===== config.mk =====
export PLATFORM = sky130hd
export DESIGN_NAME = fpes_host
export DESIGN_NICKNAME = d
export VERILOG_FILES = /design/src/fpes_cycle.v /design/src/fpes_host.v
export VERILOG_INCLUDE_DIRS = /design/src
export SDC_FILE = /design/constraint.sdc
export NUM_CORES = 1
export LEC_CHECK = 0
export ABC_AREA = 1
export BUFFER_PORTS_ARGS = -buffer_cell sky130_fd_sc_hd__buf_2
export CAP_MARGIN = 20
export CORE_MARGIN = 5
export CORE_UTILIZATION = 55
export CTS_CLUSTER_SIZE = 8
export DETAILED_ROUTE_END_ITERATION = 8
export PLACE_DENSITY = 0.89
export SYNTH_ARGS = -nofsm -noshare
export SYNTH_HDL_FRONTEND = slang
export SYNTH_HIERARCHICAL = 1
export SYNTH_SLANG_ARGS = --single-unit
export TNS_END_PERCENT = 30

===== constraint.sdc =====
create_clock -name pclk -period 2.8 [get_ports pclk]
set_input_delay 0.56 -clock pclk [delete_from_list [all_inputs] [get_ports pclk]]
set_output_delay 0.56 -clock pclk [all_outputs]
set_load 0.02 [all_outputs]

===== src/fpes_defs.vh =====
`ifndef FPES_DEFS_VH
`define FPES_DEFS_VH
// Contract
// - program starts with two unlocks then a0
// - load is strobe low pulse, drive high
// - next load falls within 30us of rise; the model ends loading only after 100us
// - upper address bits fix the page
// - chip erase is six writes ending 10
// - sector erase is six writes ending 30
// - toggle output drive per status read; the model returns the same fixed st byte on every status read
// - unlocks are 5555/aa then 2aaa/55
// - fail bits block further operations; the host starts operations whatever status_reg holds
// ==================== register offsets
`define FPES_CTRL 8'h00
`define FPES_ADDR 8'h04
`define FPES_WDATA 8'h08
`define FPES_RDATA 8'h0c
`define FPES_STAT 8'h10
// ==================== operations
`define FPES_OP_READ 3'h0
`define FPES_OP_WRITE 3'h1
`define FPES_OP_UNLOCK 3'h2
`define FPES_OP_LOAD 3'h3
`define FPES_OP_STATUS 3'h4
// ==================== command codes
`define FPES_UNLOCK_A1 20'h05555
`define FPES_UNLOCK_A2 20'h02aaa
`define FPES_UNLOCK_D1 8'haa
`define FPES_UNLOCK_D2 8'h55
// ==================== status bits
`define FPES_ST_READY 7
`define FPES_ST_SUSP 6
`define FPES_ST_EFAIL 5
`define FPES_ST_PFAIL 4
// ==================== timing, in 20ns clocks past the first
// write strobe low 80ns, read access 180ns
`define FPES_PULSE_CYC 4'd3
`define FPES_ACC_CYC 4'd8
`endif


===== src/fpes_cycle.v =====
`timescale 1ns/10ps
`default_nettype none
`include "fpes_defs.vh"
// ==================== one strobe cycle on the flash pins
module fpes_cycle (
    // clock and reset
    input wire pclk,
    input wire presetn,
    // request
    input wire start,
    input wire is_write,
    input wire [19:0] addr,
    input wire [15:0] wdata,
    output wire busy,
    output reg done,
    output reg [15:0] rdata_reg,
    // flash pins
    output reg [19:0] f_addr,
    output reg f_ce_n,
    output reg f_oe_n,
    output reg f_we_n,
    output reg [15:0] f_dq_o,
    output reg f_dq_oe_n,
    input wire [15:0] f_dq_i
);
    localparam S_IDLE = 2'd0;
    localparam S_LOW = 2'd1;
    localparam S_HIGH = 2'd2;
    reg [1:0] state_reg;
    reg [3:0] cnt_reg;
    reg wr_reg;
    assign busy = state_reg != S_IDLE;
    always @(posedge pclk or negedge presetn) begin
        if (!presetn) begin
            state_reg <= S_IDLE;
            cnt_reg <= 4'h0;
            wr_reg <= 1'b0;
            done <= 1'b0;
            rdata_reg <= 16'h0000;
            f_addr <= 20'h00000;
            f_ce_n <= 1'b1;
            f_oe_n <= 1'b1;
            f_we_n <= 1'b1;
            f_dq_o <= 16'h0000;
            f_dq_oe_n <= 1'b1;
        end else begin
            done <= 1'b0;
            case (state_reg)
                S_IDLE: begin
                    if (start) begin
                        f_addr <= addr;
                        f_ce_n <= 1'b0;
                        wr_reg <= is_write;
                        f_we_n <= ~is_write;
                        f_oe_n <= is_write;
                        f_dq_o <= wdata;
                        f_dq_oe_n <= ~is_write;
                        cnt_reg <= 4'h0;
                        state_reg <= S_LOW;
                    end
                end
                S_LOW: begin
                    cnt_reg <= cnt_reg + 4'h1;
                    if (cnt_reg == (wr_reg ? `FPES_PULSE_CYC : `FPES_ACC_CYC)) begin
                        if (!wr_reg) rdata_reg <= f_dq_i;
                        f_we_n <= 1'b1;
                        f_oe_n <= 1'b1;
                        f_ce_n <= 1'b1;
                        cnt_reg <= 4'h0;
                        state_reg <= S_HIGH;
                    end
                end
                S_HIGH: begin
                    f_dq_oe_n <= 1'b1;
                    done <= 1'b1;
                    state_reg <= S_IDLE;
                end
                default: state_reg <= S_IDLE;
            endcase
        end
    end
endmodule // fpes_cycle
`default_nettype wire


===== src/fpes_host.v =====
`timescale 1ns/10ps
`default_nettype none
`include "fpes_defs.vh"
// ==================== apb controlled flash host
module fpes_host (
    // apb
    input wire pclk,
    input wire presetn,
    input wire psel,
    input wire penable,
    input wire pwrite,
    input wire [7:0] paddr,
    input wire [31:0] pwdata,
    output reg [31:0] prdata,
    output wire pready,
    output wire pslverr,
    // flash pins
    output wire [19:0] f_addr,
    output wire f_ce_n,
    output wire f_oe_n,
    output wire f_we_n,
    output wire [15:0] f_dq_o,
    output wire f_dq_oe_n,
    input wire [15:0] f_dq_i,
    output wire f_word_mode
);
    reg [2:0] op_reg;
    reg [2:0] step_reg;
    reg run_reg;
    reg word_reg;
    reg [19:0] addr_reg;
    reg [15:0] wdata_reg;
    reg [15:0] rd_reg;
    reg [7:0] status_reg;
    reg go_reg;
    reg [19:0] c_addr;
    reg [15:0] c_data;
    reg c_wr;
    wire done;
    wire [15:0] cyc_rdata;
    wire acc = psel & penable;
    assign pready = 1'b1;
    assign pslverr = 1'b0;
    assign f_word_mode = word_reg;
    // ==================== register read
    always @* begin
        case (paddr)
            `FPES_CTRL: prdata = {27'h0, word_reg, run_reg, op_reg};
            `FPES_ADDR: prdata = {12'h000, addr_reg};
            `FPES_WDATA: prdata = {16'h0000, wdata_reg};
            `FPES_RDATA: prdata = {16'h0000, rd_reg};
            `FPES_STAT: prdata = {24'h0, status_reg};
            default: prdata = 32'h0;
        endcase
    end
    // ==================== step address and data
    always @* begin
        c_wr = 1'b1;
        c_addr = `FPES_UNLOCK_A1;
        c_data = {8'h00, `FPES_UNLOCK_D1};
        case (step_reg)
            3'd0: c_data = {8'h00, `FPES_UNLOCK_D1};
            3'd1: begin
                c_addr = `FPES_UNLOCK_A2;
                c_data = {8'h00, `FPES_UNLOCK_D2};
            end
            default: begin
                c_addr = addr_reg;
                c_data = wdata_reg;
                c_wr = (op_reg != `FPES_OP_READ) && (op_reg != `FPES_OP_STATUS);
            end
        endcase
    end
    // ==================== sequencer
    always @(posedge pclk or negedge presetn) begin
        if (!presetn) begin
            op_reg <= 3'h0;
            step_reg <= 3'h0;
            run_reg <= 1'b0;
            word_reg <= 1'b1;
            addr_reg <= 20'h0;
            wdata_reg <= 16'h0;
            rd_reg <= 16'h0;
            status_reg <= 8'h80;
            go_reg <= 1'b0;
        end else begin
            go_reg <= 1'b0;
            if (acc && pwrite && !run_reg) begin
                case (paddr)
                    `FPES_CTRL: begin
                        op_reg <= pwdata[2:0];
                        word_reg <= pwdata[4];
                        if (pwdata[3]) begin
                            run_reg <= 1'b1;
                            go_reg <= 1'b1;
                            // unlocked commands start at step 0
                            step_reg <= (pwdata[2:0] == `FPES_OP_UNLOCK) ? 3'd0 : 3'd2;
                        end
                    end
                    `FPES_ADDR: addr_reg <= pwdata[19:0];
                    `FPES_WDATA: wdata_reg <= pwdata[15:0];
                    default: ;
                endcase
            end
            if (done) begin
                if (step_reg >= 3'd2) begin
                    rd_reg <= cyc_rdata;
                    if (op_reg == `FPES_OP_STATUS) status_reg <= {cyc_rdata[7:2], 2'b00};
                    run_reg <= 1'b0;
                end else begin
                    step_reg <= step_reg + 3'd1;
                    go_reg <= 1'b1;
                end
            end
        end
    end
    fpes_cycle u_cycle (
        .pclk(pclk),
        .presetn(presetn),
        .start(go_reg),
        .is_write(c_wr),
        .addr(c_addr),
        .wdata(c_data),
        .busy(),
        .done(done),
        .rdata_reg(cyc_rdata),
        .f_addr(f_addr),
        .f_ce_n(f_ce_n),
        .f_oe_n(f_oe_n),
        .f_we_n(f_we_n),
        .f_dq_o(f_dq_o),
        .f_dq_oe_n(f_dq_oe_n),
        .f_dq_i(f_dq_i)
    );
endmodule // fpes_host
`default_nettype wire


==> metrics <==
core area=~11,000 sq um; Worst path max stage delay=260 ps; TritonCTS buffer count=17; DIE AREA=roughly 13,000 sq um; Tcrit/Tclk final=0.8992; delay-heaviest family, CP=buffers and inverters; CP max-delay cell=inv_2; FP Rows=38; largest net degree at the start of global routing=62; Iteration-0 DRC Markers=a little under 500; post-cts sizing count=0; CTS sink count=about 130; total congestion overflow=0; CP Depth=9; Max clock buf depth=2; ANT cells=0; Initial Util=0.5623; sw frac=0.2438; worst path arrival time=1960 ps; Max rail drop VDD=about 0.3 mV; width of the die=between 100 and 150 microns; H-tree depth=4; combinational cell fraction of total power=0.059; Worst R2R Setup Slack=~810 ps; CP Data Required Time=~2200 ps; GPL Wtd Cong=roughly 0.88; hpwl dp=around 11,000 microns; skew final=~8 ps; utilization after layout=0.6705; first-pass detailed-route iteration total=5; Yosys warnings=6; Max Clk Rate=~400 MHz; I/O pins=approximately 140; LEAKAGE=3.784 nW; Final Max Slew Viols=0; global-route usage over all layers=0.2521; max_cap viols=0; clk root buf=clkbuf_8; Crit Reg-Reg Startpoint=step_reg[1]$_DFF_PN0_; vias in the first global route=~5,300; minimum clock period=between 2000 and 3000 ps; Post-Synthesis Cell Area=approximately 6000 sq um; final setup vio count=0; startpoint types=primary input; DRC viols=0; CP bufs+invs=4; Routed WL per cell=15.98 microns; CTS tree=built; IO buf count=about 110; internal power=between 3 and 4 mW; via count=5,356; syn_area_per_cell=slightly above 8 sq um; NetSw=roughly 1.1 mW; Clk pin slew, worst setup/hold paths=around 60 ps; first-pass GRT wire length=26,030 microns; Slew HR=0.5439; worst skew pair latency=around 530 ps; Cells after Synth=approximately 750; status=complete, no violations; CP Cell Sequence=buf_2, nor2_1, nand2_2, inv_4, nand2_4, inv_2, nand2_1, o211ai_1, buf_2; DP Worst Slack=311.2 ps; Critical Path End=prdata[15]; initial antenna violation count=0; RSZ-0062 raised after global routing=false; WS Path Type=primary input to output port; nets@finish=between 900 and 1,000; register share of total power=0.450; CP Launch Point=paddr[5]; crit-path most repeated cell=buf_2; crit path capture type=output port; Tightest Pin Transition=682.5 ps; crit-path max FO=18; share of cells above drive strength 1=0.2171; Hold Crit Class=primary input to flop; postcts setup bufs=0; Hold Vio Cnt, Final=0; Power Dens Cells=625.3 nW/um^2; area grow syn2layout=19.25%; DRT Wirelength=roughly 16,000 microns; setup_tns=0 ps; Via density=around 5.3; Final WS setup=approximately 280 ps; cells on worst reg2reg path=8; hold_buf cts=1; fraction of power consumed by the clock network=0.491; Antenna Nets Post-Route=0; R2R Path End=u_cycle/f_dq_o[3]$_DFFE_PN0P_; die height=115.5 microns; # fillers=~860
-- layout by cell type (no fill, tap or decap), types with 2 or more instances in the layout --
cell type	instances
conb_1	14
clkbuf_16	16
buf_4	10
nor2_2	5
o21ai_0	57
nor2_4	2
nand3_1	38
inv_2	6
a21oi_1	2
nand2_1	303
bufinv_16	3
ha_1	5
buf_2	108
o21ai_1	16
nand2_2	2
o211ai_1	8
dfstp_2	6
inv_6	3
inv_1	66
dfrtp_1	125
nand2_4	2
clkinv_4	4
o21ai_2	8
nor2_8	2
nor3_1	2
clkinvlp_4	3
nand4_1	6
nor2_1	31
-- cell type report --
cell class,count,area [sq um],area share
sequential,131,3286,0.4500
multi-input combinational,510,2321,0.3179
timing repair buffer,120,645.6,0.08843
clock buffer,18,417.9,0.05724
inverter,73,276.5,0.03787
clock inverter,14,178.9,0.02451
tap,140,175.2,0.02399
-- how the worst min path moves through the flow --
| stage | slack, ps | depth (start not counted) | end | from |
|---|---|---|---|---|
| detailed placement | 440 | 1 | u_cycle/f_dq_oe_n$_DFFE_PN1P_ | u_cycle/state_reg[0]$_DFFE_PN0P_ |
| finish | 220 | 3 | u_cycle/rdata_reg[3]$_DFFE_PN0P_ | f_dq_i[3] |
| global placement | 430 | 1 | u_cycle/done$_DFF_PN0_ | u_cycle/state_reg[0]$_DFFE_PN0P_ |
| global route | 220 | 3 | u_cycle/rdata_reg[6]$_DFFE_PN0P_ | f_dq_i[6] |
| CTS | 220 | 3 | u_cycle/rdata_reg[3]$_DFFE_PN0P_ | f_dq_i[3] |
| floorplan | 260 | 0 | addr_reg[0]$_DFFE_PN0P_ | presetn |
-- power groups by stage --
stage               combinational (mW)  clock, mW  sequential (mW)
floorplan                        0.149          0             2.08
global placement                 0.255          0             2.08
detailed placement               0.265          0             2.08
CTS                              0.272       2.25             2.05
global route                     0.310       2.33             2.06
finish                           0.270       2.24             2.05
-- routing by layer --
metal  vias to the layer above  wire, microns  global-route usage
li1                       2513              -                   -
met1                      2524           6317              0.3175
met2                       270           7715              0.4097
met3                        49           1443             0.07102
met4                         0            595              0.1088
met5                         -              0                   0
-- stage by stage --
step / instance area (sq um) / cells / power, mW / hold WS (ps)
6_report: 7301 / 1006 / 4.565 / 224.3
5_1_grt: 7301 / 1006 / 4.708 / 217.4
4_1_cts: 7301 / 1006 / 4.575 / 218.5
3_5_place_dp: 6694 / 973 / 2.348 / 438.1
3_3_place_gp: 6694 / 973 / 2.336 / 428.9
2_1_floorplan: 6167 / 757 / 2.227 / 264.4
-- tightest hold or removal path: stages --
cell,delay (ps)
buf_2,70
nand2_1,40
nand2_1,50
Note: power is estimated with default switching activity, not from simulation.
